==> config.mk <==
export PLATFORM = sky130hd
export DESIGN_NAME = pdesel_top
export DESIGN_NICKNAME = d
export VERILOG_FILES = /design/src/hw/pdesel_pkg.sv /design/src/hw/pdesel_sync.sv /design/src/hw/pdesel_e_route.sv /design/src/hw/pdesel_top.sv
export VERILOG_INCLUDE_DIRS = /design/src /design/src/hw
export SDC_FILE = /design/constraint.sdc
export NUM_CORES = 1
export LEC_CHECK = 0
export BUFFER_PORTS_ARGS = -buffer_cell sky130_fd_sc_hd__buf_2
export CORE_MARGIN = 5
export CORE_UTILIZATION = 52
export CTS_BUF_LIST = sky130_fd_sc_hd__clkbuf_16
export DETAILED_ROUTE_END_ITERATION = 12
export MAX_ROUTING_LAYER = met4
export PLACE_DENSITY_LB_ADDON = 0.15
export REMOVE_ABC_BUFFERS = 1
export SETUP_SLACK_MARGIN = 0.05
export SYNTH_ARGS = -nofsm -noshare
export SYNTH_HDL_FRONTEND = slang
export SYNTH_SLANG_ARGS = --single-unit
==> constraint.sdc <==
create_clock -name clk_i -period 3 [get_ports clk_i]
set_input_delay 0.3 -clock clk_i [delete_from_list [all_inputs] [get_ports clk_i]]
set_output_delay 0.3 -clock clk_i [all_outputs]
set_load 0.1 [all_outputs]
==> src/hw/pdesel_cfg.svh <==
// Purpose: Named offsets, field positions, codes and reset values of the pin function slice.
// Assumes: Registers are reached over a plain strobe port with a 4-bit byte address.
// Notes:   Definitions only; included by the package and the design modules.
`ifndef PDESEL_CFG_SVH
`define PDESEL_CFG_SVH

// Pin counts of the two ports handled here, and the register port data and address widths.
`define PDESEL_PD_PINS       7
`define PDESEL_PE_PINS       16
`define PDESEL_PE_LOW_PINS   14
`define PDESEL_DATA_W        16
`define PDESEL_ADDR_W        4

// Register byte addresses.
`define PDESEL_ADDR_PD_FS    4'h0
`define PDESEL_ADDR_PE_DIR   4'h2
`define PDESEL_ADDR_PE_FS1   4'h4

// Field positions inside the upper port E function register.
`define PDESEL_FS1_MSB       15
`define PDESEL_FS1_LSB       12
`define PDESEL_FS1_W         4
`define PDESEL_E14_LSB       0
`define PDESEL_E15_LSB       2

// Two-bit function codes of the upper port E pins.
`define PDESEL_CODE_GPIO     2'h0
`define PDESEL_CODE_DACK     2'h2
`define PDESEL_CODE_AH       2'h3

// Operating mode pin codes.
`define PDESEL_MODE_ROM_OFF8  2'h0
`define PDESEL_MODE_ROM_OFF16 2'h1
`define PDESEL_MODE_ROM_ON    2'h2
`define PDESEL_MODE_SINGLE    2'h3

// Reset values, applied only by the power-on reset.
`define PDESEL_RST_PD_FS     7'h00
`define PDESEL_RST_PE_DIR    16'h0000
`define PDESEL_RST_PE_FS1    4'h0
`define PDESEL_RST_WORD      16'h0000
`define PDESEL_RD_ZERO       16'h0000

`endif

==> src/hw/pdesel_pkg.sv <==
// Purpose: Types shared by the pin function slice.
// Assumes: The constants header supplies every struct field width; the mode enum is 2 bits wide in place.
// Notes:   Nothing here is imported; users write pdesel_pkg::name.
`include "pdesel_cfg.svh"

package pdesel_pkg;

   // Chip operating modes as seen by the port D routing.
   typedef enum logic [1:0] {
      ROM_OFF_8,
      ROM_OFF_16,
      ROM_ON_EXT,
      SINGLE_CHIP
   } pdesel_op_mode_type;

   // Whole state of the top module: registers and registered pin outputs.
   typedef struct packed {
      logic [`PDESEL_PD_PINS-1:0]     pd_fs;
      logic [`PDESEL_PE_PINS-1:0]     pe_dir;
      logic [`PDESEL_FS1_W-1:0]       pe_fs1;
      logic [`PDESEL_DATA_W-1:0]      rdata;
      logic [`PDESEL_PD_PINS-1:0]     pd_pin;
      logic [`PDESEL_PD_PINS-1:0]     pd_oe;
      logic [`PDESEL_PD_PINS-1:0]     pd_gpio_in;
      logic [`PDESEL_PD_PINS-1:0]     pd_bus_in;
      logic [`PDESEL_PD_PINS-1:0]     pd_bus_sel;
      logic [`PDESEL_PE_PINS-1:0]     pe_pin;
      logic [`PDESEL_PE_PINS-1:0]     pe_oe;
      logic [`PDESEL_PE_PINS-1:0]     pe_gpio_in;
      logic [`PDESEL_PE_LOW_PINS-1:0] pe_timer_in;
   } pdesel_top_state_type;

endpackage

==> src/hw/pdesel_sync.sv <==
// Purpose: Two-stage synchroniser for levels arriving from pins.
// Assumes: Inputs are slow levels; no pulse shorter than two clocks matters.
// Notes:   Only the second stage may be read by other logic.
`timescale 1ns/1ps

module pdesel_sync #(
   parameter int              WIDTH = 1,
   parameter logic [WIDTH-1:0] RST  = '0
) (
   input  wire logic             clk_i,
   input  wire logic             arst_n_i,
   input  wire logic [WIDTH-1:0] async_i,
   output logic      [WIDTH-1:0] sync_o
);

   typedef struct packed {
      logic [WIDTH-1:0] stage1;
      logic [WIDTH-1:0] stage2;
   } pdesel_sync_state_type;

   pdesel_sync_state_type s_r;
   pdesel_sync_state_type s_nxt;

   // The first stage feeds only the second stage.
   always_comb begin
      s_nxt.stage1 = async_i;
      s_nxt.stage2 = s_r.stage1;
   end

   // Both stages reset to the chosen quiet level.
   always_ff @(posedge clk_i or negedge arst_n_i) begin
      if (!arst_n_i) begin
         s_r <= {RST, RST};
      end else begin
         s_r <= s_nxt;
      end
   end

   assign sync_o = s_r.stage2;

endmodule

==> src/hw/pdesel_e_route.sv <==
// Purpose: Function decode of one upper port E pin from its two-bit code.
// Assumes: Called with the code that the register holds after the current edge.
// Notes:   Purely combinational; the top registers every result.
`timescale 1ns/1ps
`include "pdesel_cfg.svh"

module pdesel_e_route #(
   parameter bit ALLOW_AH = 1'b0
) (
   input  wire logic [1:0] fcode_i,
   input  wire logic       single_chip_i,
   input  wire logic       gpio_out_i,
   input  wire logic       gpio_dir_i,
   input  wire logic       dack_i,
   input  wire logic       ah_i,
   output logic            pin_out_o,
   output logic            pin_oe_o
);

   logic use_dack;
   logic use_ah;

   // Reserved codes and single-chip mode fall back to general I/O.
   assign use_dack = (fcode_i == `PDESEL_CODE_DACK) && !single_chip_i;
   assign use_ah   = ALLOW_AH && (fcode_i == `PDESEL_CODE_AH) && !single_chip_i;

   // Peripheral outputs always drive; the direction bit counts only for general I/O.
   always_comb begin
      pin_out_o = gpio_out_i;
      pin_oe_o  = gpio_dir_i;
      if (use_dack) begin
         pin_out_o = dack_i;
         pin_oe_o  = 1'b1;
      end else if (use_ah) begin
         pin_out_o = ah_i;
         pin_oe_o  = 1'b1;
      end
   end

endmodule

==> src/hw/pdesel_top.sv <==
// Purpose: Pin function slice for port D pins 6..0 and the port E direction and upper functions.
// Assumes: arst_n_i is the external power-on reset; watchdog, standby and sleep never reach it.
// Notes:   Pin outputs are registered and follow a register write on the same clock edge.
//
// Summary of operation
// - Port D mode bits 6..0 pick each pin's function; 0 means general I/O.
// - A port D mode bit of 1 makes the pin a data bus line.
// - With on-chip ROM disabled, port D pins are data bus lines regardless.
// - In single-chip mode, port D pins stay general I/O regardless.
// - Port E direction register is 16-bit read/write, one bit per pin.
// - A direction bit counts only for general I/O or timer pin functions.
// - An effective direction bit of 1 means output, 0 means input.
// - Port E direction clears to zero only on power-on reset.
// - Port E function registers clear to zero only on power-on reset.
// - Upper function register serves pins 15 and 14; both registers are 16-bit.
// - Single-chip mode may override acknowledge and address-hold, leaving general I/O.
// - Bits 15:14 pick pin 15: 00 general I/O, 10 channel 1 acknowledge.
// - Bits 13:12 pick pin 14: 00 I/O, 10 channel 0 acknowledge, 11 address hold.
// - Upper function register bits 11..0 read zero; software writes only zero.
// - Port D mode bits matter only in ROM-enabled extended mode.
// - Port D function register clears only on power-on reset.
//
// Local design decisions: the placing of the registers and strobed register access.
`timescale 1ns/1ps
`include "pdesel_cfg.svh"

module pdesel_top (
   input  wire logic                           clk_i,
   input  wire logic                           arst_n_i,
   // Register port.
   input  wire logic [`PDESEL_ADDR_W-1:0]      reg_addr_i,
   input  wire logic [`PDESEL_DATA_W-1:0]      reg_wdata_i,
   input  wire logic                           reg_wr_i,
   input  wire logic                           reg_rd_i,
   output logic      [`PDESEL_DATA_W-1:0]      reg_rdata_o,
   // Operating mode pins.
   input  wire logic [1:0]                     op_mode_pins_i,
   // Port D pins 6..0 and their two users.
   input  wire logic [`PDESEL_PD_PINS-1:0]     pd_pin_i,
   input  wire logic [`PDESEL_PD_PINS-1:0]     pd_gpio_out_i,
   input  wire logic [`PDESEL_PD_PINS-1:0]     pd_gpio_dir_i,
   input  wire logic [`PDESEL_PD_PINS-1:0]     pd_bus_out_i,
   input  wire logic                           pd_bus_drive_i,
   output logic      [`PDESEL_PD_PINS-1:0]     pd_pin_o,
   output logic      [`PDESEL_PD_PINS-1:0]     pd_pin_oe_o,
   output logic      [`PDESEL_PD_PINS-1:0]     pd_gpio_in_o,
   output logic      [`PDESEL_PD_PINS-1:0]     pd_bus_in_o,
   output logic      [`PDESEL_PD_PINS-1:0]     pd_bus_sel_o,
   // Port E pins 15..0 and their users.
   input  wire logic [`PDESEL_PE_PINS-1:0]     pe_pin_i,
   input  wire logic [`PDESEL_PE_PINS-1:0]     pe_gpio_out_i,
   input  wire logic [`PDESEL_PE_LOW_PINS-1:0] pe_timer_sel_i,
   input  wire logic [`PDESEL_PE_LOW_PINS-1:0] pe_timer_out_i,
   input  wire logic                           dma_ch0_acknowledge_out_i,
   input  wire logic                           dma_ch1_acknowledge_out_i,
   input  wire logic                           address_hold_out_i,
   output logic      [`PDESEL_PE_PINS-1:0]     pe_pin_o,
   output logic      [`PDESEL_PE_PINS-1:0]     pe_pin_oe_o,
   output logic      [`PDESEL_PE_PINS-1:0]     pe_gpio_in_o,
   output logic      [`PDESEL_PE_LOW_PINS-1:0] pe_timer_in_o
);

   localparam int PD_N   = `PDESEL_PD_PINS;
   localparam int PE_N   = `PDESEL_PE_PINS;
   localparam int PE_LOW = `PDESEL_PE_LOW_PINS;
   localparam int SYNC_W = 2 + PD_N + PE_N;

   pdesel_pkg::pdesel_top_state_type s_r;
   pdesel_pkg::pdesel_top_state_type s_nxt;

   logic [SYNC_W-1:0]           sync_q;
   logic [1:0]                  mode_pins_s;
   logic [PD_N-1:0]             pd_pin_s;
   logic [PE_N-1:0]             pe_pin_s;
   pdesel_pkg::pdesel_op_mode_type op_mode;
   logic                        single_chip;
   logic                        rom_off;
   logic                        wr_pd_fs;
   logic                        wr_pe_dir;
   logic                        wr_pe_fs1;
   logic [PD_N-1:0]             pd_fs_nxt;
   logic [PE_N-1:0]             pe_dir_nxt;
   logic [`PDESEL_FS1_W-1:0]    pe_fs1_nxt;
   logic [PD_N-1:0]             pd_sel;
   logic [1:0]                  hi_out;
   logic [1:0]                  hi_oe;

   // All pin levels and the mode pins cross into the clock domain here.
   pdesel_sync #(
      .WIDTH (SYNC_W),
      .RST   ({SYNC_W{1'b0}})
   ) u_sync (
      .clk_i    (clk_i),
      .arst_n_i (arst_n_i),
      .async_i  ({op_mode_pins_i, pd_pin_i, pe_pin_i}),
      .sync_o   (sync_q)
   );

   assign mode_pins_s = sync_q[SYNC_W-1 -: 2];
   assign pd_pin_s    = sync_q[PE_N +: PD_N];
   assign pe_pin_s    = sync_q[PE_N-1:0];

   // Mode pin decode; every code is legal so no default is needed.
   always_comb begin
      op_mode = pdesel_pkg::ROM_OFF_8;
      unique case (mode_pins_s)
         `PDESEL_MODE_ROM_OFF8:  op_mode = pdesel_pkg::ROM_OFF_8;
         `PDESEL_MODE_ROM_OFF16: op_mode = pdesel_pkg::ROM_OFF_16;
         `PDESEL_MODE_ROM_ON:    op_mode = pdesel_pkg::ROM_ON_EXT;
         `PDESEL_MODE_SINGLE:    op_mode = pdesel_pkg::SINGLE_CHIP;
      endcase
   end

   assign single_chip = (op_mode == pdesel_pkg::SINGLE_CHIP);
   assign rom_off     = (op_mode == pdesel_pkg::ROM_OFF_8) || (op_mode == pdesel_pkg::ROM_OFF_16);

   // Address decode of the three registers.
   assign wr_pd_fs  = reg_wr_i && (reg_addr_i == `PDESEL_ADDR_PD_FS);
   assign wr_pe_dir = reg_wr_i && (reg_addr_i == `PDESEL_ADDR_PE_DIR);
   assign wr_pe_fs1 = reg_wr_i && (reg_addr_i == `PDESEL_ADDR_PE_FS1);

   // Next register contents, used by the routing so a write acts at once.
   assign pd_fs_nxt  = wr_pd_fs ? reg_wdata_i[PD_N-1:0] : s_r.pd_fs;
   assign pe_dir_nxt = wr_pe_dir ? reg_wdata_i : s_r.pe_dir;
   // Only the two function fields are stored; bits 11..0 have no storage.
   assign pe_fs1_nxt = wr_pe_fs1 ? reg_wdata_i[`PDESEL_FS1_MSB:`PDESEL_FS1_LSB]
                                 : s_r.pe_fs1;

   // Port D selection per pin: data bus when ROM is off, or in ROM-enabled extended mode when the bit is set.
   genvar gi;
   generate
      for (gi = 0; gi < PD_N; gi++) begin : g_pd
         assign pd_sel[gi] = !single_chip &&
                             (rom_off ||
                              ((op_mode == pdesel_pkg::ROM_ON_EXT) &&
                               pd_fs_nxt[gi]));
      end
   endgenerate

   // Pin 14 may carry channel 0 acknowledge or address hold.
   pdesel_e_route #(
      .ALLOW_AH (1'b1)
   ) u_route_e14 (
      .fcode_i       (pe_fs1_nxt[`PDESEL_E14_LSB +: 2]),
      .single_chip_i (single_chip),
      .gpio_out_i    (pe_gpio_out_i[PE_N-2]),
      .gpio_dir_i    (pe_dir_nxt[PE_N-2]),
      .dack_i        (dma_ch0_acknowledge_out_i),
      .ah_i          (address_hold_out_i),
      .pin_out_o     (hi_out[0]),
      .pin_oe_o      (hi_oe[0])
   );

   // Pin 15 may carry channel 1 acknowledge; code 11 is reserved there.
   pdesel_e_route #(
      .ALLOW_AH (1'b0)
   ) u_route_e15 (
      .fcode_i       (pe_fs1_nxt[`PDESEL_E15_LSB +: 2]),
      .single_chip_i (single_chip),
      .gpio_out_i    (pe_gpio_out_i[PE_N-1]),
      .gpio_dir_i    (pe_dir_nxt[PE_N-1]),
      .dack_i        (dma_ch1_acknowledge_out_i),
      .ah_i          (1'b0),
      .pin_out_o     (hi_out[1]),
      .pin_oe_o      (hi_oe[1])
   );

   // Next state: register contents, read data and every pin result.
   always_comb begin
      s_nxt        = s_r;
      s_nxt.pd_fs  = pd_fs_nxt;
      s_nxt.pe_dir = pe_dir_nxt;
      s_nxt.pe_fs1 = pe_fs1_nxt;

      // Read data stand for one cycle only; unmapped addresses read zero.
      s_nxt.rdata = `PDESEL_RD_ZERO;
      if (reg_rd_i) begin
         unique case (reg_addr_i)
            `PDESEL_ADDR_PD_FS: begin
               s_nxt.rdata[PD_N-1:0] = s_r.pd_fs;
            end
            `PDESEL_ADDR_PE_DIR: begin
               s_nxt.rdata = s_r.pe_dir;
            end
            `PDESEL_ADDR_PE_FS1: begin
               s_nxt.rdata[`PDESEL_FS1_MSB:`PDESEL_FS1_LSB] = s_r.pe_fs1;
            end
            default: begin
               s_nxt.rdata = `PDESEL_RD_ZERO;
            end
         endcase
      end

      // Port D routing: bus drive comes from the bus controller, else the port direction.
      s_nxt.pd_bus_sel = pd_sel;
      for (int i = 0; i < PD_N; i++) begin
         if (pd_sel[i]) begin
            s_nxt.pd_pin[i] = pd_bus_out_i[i];
            s_nxt.pd_oe[i]  = pd_bus_drive_i;
         end else begin
            s_nxt.pd_pin[i] = pd_gpio_out_i[i];
            s_nxt.pd_oe[i]  = pd_gpio_dir_i[i];
         end
      end
      s_nxt.pd_gpio_in = pd_pin_s;
      s_nxt.pd_bus_in  = pd_pin_s & pd_sel;

      // Port E lower pins: general I/O or timer pin, both under the direction bit.
      for (int i = 0; i < PE_LOW; i++) begin
         s_nxt.pe_pin[i] = pe_timer_sel_i[i] ? pe_timer_out_i[i] : pe_gpio_out_i[i];
         s_nxt.pe_oe[i]  = pe_dir_nxt[i];
      end
      s_nxt.pe_pin[PE_N-1 -: 2] = hi_out;
      s_nxt.pe_oe[PE_N-1 -: 2]  = hi_oe;
      s_nxt.pe_gpio_in  = pe_pin_s;
      s_nxt.pe_timer_in = pe_pin_s[PE_LOW-1:0] & pe_timer_sel_i;
   end

   // Only the power-on reset clears the state; no other reset reaches it.
   always_ff @(posedge clk_i or negedge arst_n_i) begin
      if (!arst_n_i) begin
         s_r             <= '0;
         s_r.pd_fs       <= `PDESEL_RST_PD_FS;
         s_r.pe_dir      <= `PDESEL_RST_PE_DIR;
         s_r.pe_fs1      <= `PDESEL_RST_PE_FS1;
         s_r.rdata       <= `PDESEL_RST_WORD;
      end else begin
         s_r <= s_nxt;
      end
   end

   // Outputs straight from the state flip-flops.
   assign reg_rdata_o   = s_r.rdata;
   assign pd_pin_o      = s_r.pd_pin;
   assign pd_pin_oe_o   = s_r.pd_oe;
   assign pd_gpio_in_o  = s_r.pd_gpio_in;
   assign pd_bus_in_o   = s_r.pd_bus_in;
   assign pd_bus_sel_o  = s_r.pd_bus_sel;
   assign pe_pin_o      = s_r.pe_pin;
   assign pe_pin_oe_o   = s_r.pe_oe;
   assign pe_gpio_in_o  = s_r.pe_gpio_in;
   assign pe_timer_in_o = s_r.pe_timer_in;

endmodule

* Word level (Yosys, flattened, before mapping) *
Cells that the tools add are included.

storage, ports and cells
  register bits after elaboration = 190
  input port bits = 118
  output and inout port bits = 113
  word-level logic and storage cells = 102

operators by class
  equal/unequal tests = 11
  muxes and demuxes = 42
  bitwise gates (word level) = 2
  reductions and logical operators = 32

operators by type and width
  cell                                                 count
  two-way mux 1 bit                                    34
  two-way mux 16 bit                                   2
  logical AND 1 bit                                    20
  AND 14 bit                                           1
  equality test 2 bit, second input constant           7
  one-hot mux 7 bit (2 select lines)                   1
  logical OR 1 bit                                     8
  one-hot mux 2 bit (4 select lines)                   1
  one-hot mux 4 bit (2 select lines)                   1
  AND 7 bit                                            1
  two-way mux 7 bit                                    1
  two-way mux 5 bit                                    1
  equality test 2 x 1 -> 1 bit, second input constant  2
  equality test 4 x 2 -> 1 bit, second input constant  1
  equality test 4 x 3 -> 1 bit, second input constant  1
  zero test 2 bit                                      2
  zero test 4 bit                                      1
  two-way mux 4 bit                                    1
  zero test 1 bit                                      1

* Depth between registers and ports, before layout *
  depth in word-level cells = 7
  gate-level depth with buffers = 5
  depth with buffers taken out = 4

* Cells and area by module *
A second synthesis with hierarchy kept.

second synthesis, totals
  cell total of the unflattened synthesis = 443
  area, all modules = 6545.0 µm²

modules (own cells, without submodules)
  module                        instances  cells an instance  area an instance (µm²)  sequential area each (µm²)
  pdesel_top                    1          386                5217.5                  3153.0
  pdesel_sync                   1          50                 1251.2                  1251.2
  pdesel_e_route (u_route_e14)  1          4                  42.5                    0.0
  pdesel_e_route (u_route_e15)  1          3                  33.8                    0.0

* Least setup slack after synthesis *
Ideal clock, no wire load.

  path type = input -> register
  start point = input reg_addr_i[0]
  end point = register s_r, in the netlist pe_pin_o[15]
  library setup time = 127 ps
  arrival time = 1321 ps
  data required time = 2873 ps
  setup slack = 1551 ps
  cell stages on the path = 4
  buffers on the path = 0
  path through = or3b_1 -> o21ai_0 -> a21o_1 -> mux2_1

RTL lines
  item                  RTL line           source
  from (decl)           pdesel_top.sv:31   input wire logic [`PDESEL_ADDR_W-1:0] reg_addr_i,
  to (signal assigned)  pdesel_top.sv:228  s_r <= s_nxt;
  to (decl)             pdesel_top.sv:68   pdesel_pkg::pdesel_top_state_type s_r;

==> impl_metrics.env <==
export IMPL_achievable_frequency_mhz=611
export IMPL_reg2reg_depth=3
export IMPL_fin_setup_tns_ns=0
export IMPL_worstMarginPinSlew_ns=0.954
export IMPL_tritoncts_num_buffers=17
export IMPL_final_setup_viol_count=0
export IMPL_worst_reg2reg_startpoint="u_sync.sync_o[23]$_DFF_PN0_"
export IMPL_finalClockSkew_ns=0.00943
export IMPL_critPathCapture="pe_pin_oe_o[14]$_DFF_PN0_"
export IMPL_max_cap_violations=0
export IMPL_clock_pin_slew_on_the_worst_setup_and_hold_paths_ns=0.06
export IMPL_power_density_nw_per_um2=802
export IMPL_fp_dieH_um=124
export IMPL_grt_pass1_wl_um=22000
export IMPL_synthToLayoutAreaGrowth_pct=20.7
export IMPL_globalRouteTotalUtil=0.199
export IMPL_crit_path_max_incr_delay_ns=0.44
export IMPL_critical_path_cell_chain="buf_2 -> nor3_4 -> buf_4 -> nand3_2 -> mux2_2 -> or2_1"
export IMPL_grt_pass1_vias=4362
export IMPL_fp_row_count=41
export IMPL_floorplan_die_width_um=124
export IMPL_start_util=0.530
export IMPL_grt_ovfl_total=0
export IMPL_clock_sinks=176
export IMPL_timing_critical_path_to_type="flop"
export IMPL_worst_hold_slack_ns=0.0983
export IMPL_synth_edff_count=0
export IMPL_cp_required_ns=3.30
export IMPL_clock_tree_root_cell="clkbuf_16"
export IMPL_cts_hold_repair_buffers=26
export IMPL_yosys_register_bits=176
export IMPL_grt_setup_unrepaired="false"
export IMPL_die_area_um2=15300
export IMPL_dr_total_vias=4014
export IMPL_async_flop_share=1.00
export IMPL_max_slew_margin_rel=0.359
export IMPL_synthesis_yosys_warnings=0
export IMPL_drt_drc_violations_left=0
export IMPL_power_static_leakage_uw=0.00411
export IMPL_status="complete, no violations"
export IMPL_route_antenna_remaining_nets=0
export IMPL_drt_iter0_drc=186
export IMPL_place_hpwl_um=10000
export IMPL_clock_insertion_delay_at_the_later_pin_of_the_skew_report_ns=0.42
export IMPL_pin_count_of_the_biggest_net_entering_global_routing=83
export IMPL_irDropWorstVdd_mv=0.417
export IMPL_worstReg2RegEnd="pd_pin_oe_o[2]$_DFF_PN0_"
export IMPL_synth_yosys_seq_area_share=0.655
export IMPL_syn_inst=493
export IMPL_ctsHtreeMaxLevel=4
export IMPL_period_minus_slack_ns=1.64
export IMPL_finalNetCount=768
export IMPL_ys_dominant_reg_cell="dfrtp_1"
export IMPL_drt_wl_total_um=14000
export IMPL_startpoint="reg_addr_i[0]"
export IMPL_cts_post_setup_buffers_inserted=0
export IMPL_synth_avg_cell_area_um2=13.6
export IMPL_gp_congestion=0.828
export IMPL_criticalPathCategory="input port to flop"
export IMPL_yosysUniqueCellTypes=36
export IMPL_ios=231
export IMPL_worst_r2r_setup_slack_ns=1.47
export IMPL_worst_setup_path_start_kind="input port"
export IMPL_post_synthesis_cell_area_um2=6720
export IMPL_detail_route_first_pass_iterations=6
export IMPL_drive_gt1_frac=0.468
export IMPL_critical_path_slowest_cell="mux2_2"
export IMPL_cts_buffer_depth=2
export IMPL_number_of_antenna_violations_at_the_first_check_in_global_routing=1
export IMPL_numPortBuffers=230
export IMPL_fin_crit_sh=0.545
export IMPL_vias_per_instance=4.80
export IMPL_worstPathMaxFanout=16
export IMPL_wl_per_cell_um=16.7
export IMPL_slew_viol_final=0
export IMPL_worstPathArrival_ns=1.93
export IMPL_core_area_um2=12700
export IMPL_ctsResizeCount=0
export IMPL_hold_viol_final=0
export IMPL_min_delay_path_class="input port to flop"
export IMPL_tritoncts_clock_tree="built"
-- state kept, by name (all words and copies together), names as in the netlist --
| signal | cells |
|---|---|
| pd_bus_in_o | 7 |
| pd_bus_sel_o | 7 |
| pd_gpio_in_o | 7 |
| pd_pin_o | 7 |
| pd_pin_oe_o | 7 |
| pe_gpio_in_o | 16 |
| pe_pin_o | 16 |
| pe_pin_oe_o | 16 |
| pe_timer_in_o | 14 |
| reg_rdata_o | 16 |
| s_r | 13 |
| u_sync.s_nxt | 25 |
| u_sync.sync_o | 25 |
-- worst min path at each step --
stage | to | depth (start not counted) | startpoint
global placement | u_sync.sync_o[11]$_DFF_PN0_ | 1 | arst_n_i
detailed placement | u_sync.sync_o[11]$_DFF_PN0_ | 1 | arst_n_i
CTS | pe_pin_o[15]$_DFF_PN0_ | 2 | dma_ch1_acknowledge_out_i
finish | pe_pin_o[15]$_DFF_PN0_ | 2 | dma_ch1_acknowledge_out_i
floorplan | pd_bus_in_o[0]$_DFF_PN0_ | 0 | arst_n_i
global route | pe_timer_in_o[10]$_DFF_PN0_ | 2 | pe_timer_sel_i[10]
-- power by group --
part | internal (uW) | switching, uW | leakage [uW]
clock | 1370 | 846 | 0.000308
sequential | 2580 | 95.9 | 0.00213
combinational | 318 | 1300 | 0.00167
-- synth_stat cells (8+ instances only) --
master / number / area (um2)
and2_1: 20 / 125
nand2_1: 25 / 93.8
o21ai_0: 15 / 75.1
nor2b_1: 9 / 56.3
o211ai_1: 14 / 105
mux2_2: 33 / 372
dfrtp_1: 176 / 4400
a22o_1: 11 / 96.3
buf_4: 114 / 856
and3_1: 8 / 50.1
nand2b_1: 12 / 75.1
-- layer usage --
metal	wire length, um	track usage	vias to the layer above
li1	-	-	1845
met1	5360	0.225	1984
met2	7070	0.325	164
met3	1250	0.0649	21
met4	301	0.0879	0
met5	0	-	-
-- through the flow --
| stage | cells | setup slack, ns | area (um2) | utilization | total power (uW) |
|---|---|---|---|---|---|
| finish | 836 | 1.36 | 8110 | 0.640 | 6510 |
| global route | 835 | 1.27 | 8110 | 0.640 | 6760 |
| CTS | 834 | 1.36 | 8110 | 0.640 | 6580 |
| detailed placement | 777 | 0.915 | 7250 | 0.572 | 4310 |
| global placement | 777 | 0.983 | 7250 | 0.572 | 4290 |
| floorplan | 371 | 1.32 | 5830 | - | 3930 |
-- logic make-up (layout without fill, tap and decap cells) --
kind of cell	count (synthesis)	after routing	share of synthesized area
DFF	176	176	0.655
buffers and inverters	124	293	0.134
and+or+nand+nor	91	91	0.0797
AOI/OAI and AO/OA	67	67	0.0730
muxes	35	35	0.0585
other	0	2	0
-- cell usage in the layout, fill, tap and decap left out, drive strengths merged, types with 2 or more instances in the layout --
cell and instances:
o21ba 7, bufinv 4, or2 8, clkinv 7, nor2b 9, o211ai 14, nand2b 12, a21boi 7
diode 2, o21ai 16, nand2 25, a22o 11, dfrtp 176, mux2 34, o21a 7, and2 20
inv 5, and3 8, nand3 2, dlygate4sd3 26, buf 234, clkbuf 17, a21oi 2
-- worst max-delay path: cells and delay by family --
family	cells	cell delay, ns
and+or+nand+nor	3	0.82
muxes	1	0.44
buffers and inverters	2	0.37
-- final cells by class --
class / count / area, um2
Fill cell: 1024 / 4560
Multi-Input combinational cell: 193 / 1420
Clock inverter: 14 / 176
Tap cell: 172 / 215
Antenna cell: 2 / 5.00
Sequential cell: 176 / 4400
Inverter: 2 / 7.51
Clock buffer: 17 / 425
Timing Repair Buffer: 260 / 1460
Note: power is estimated with default switching activity, not from simulation.
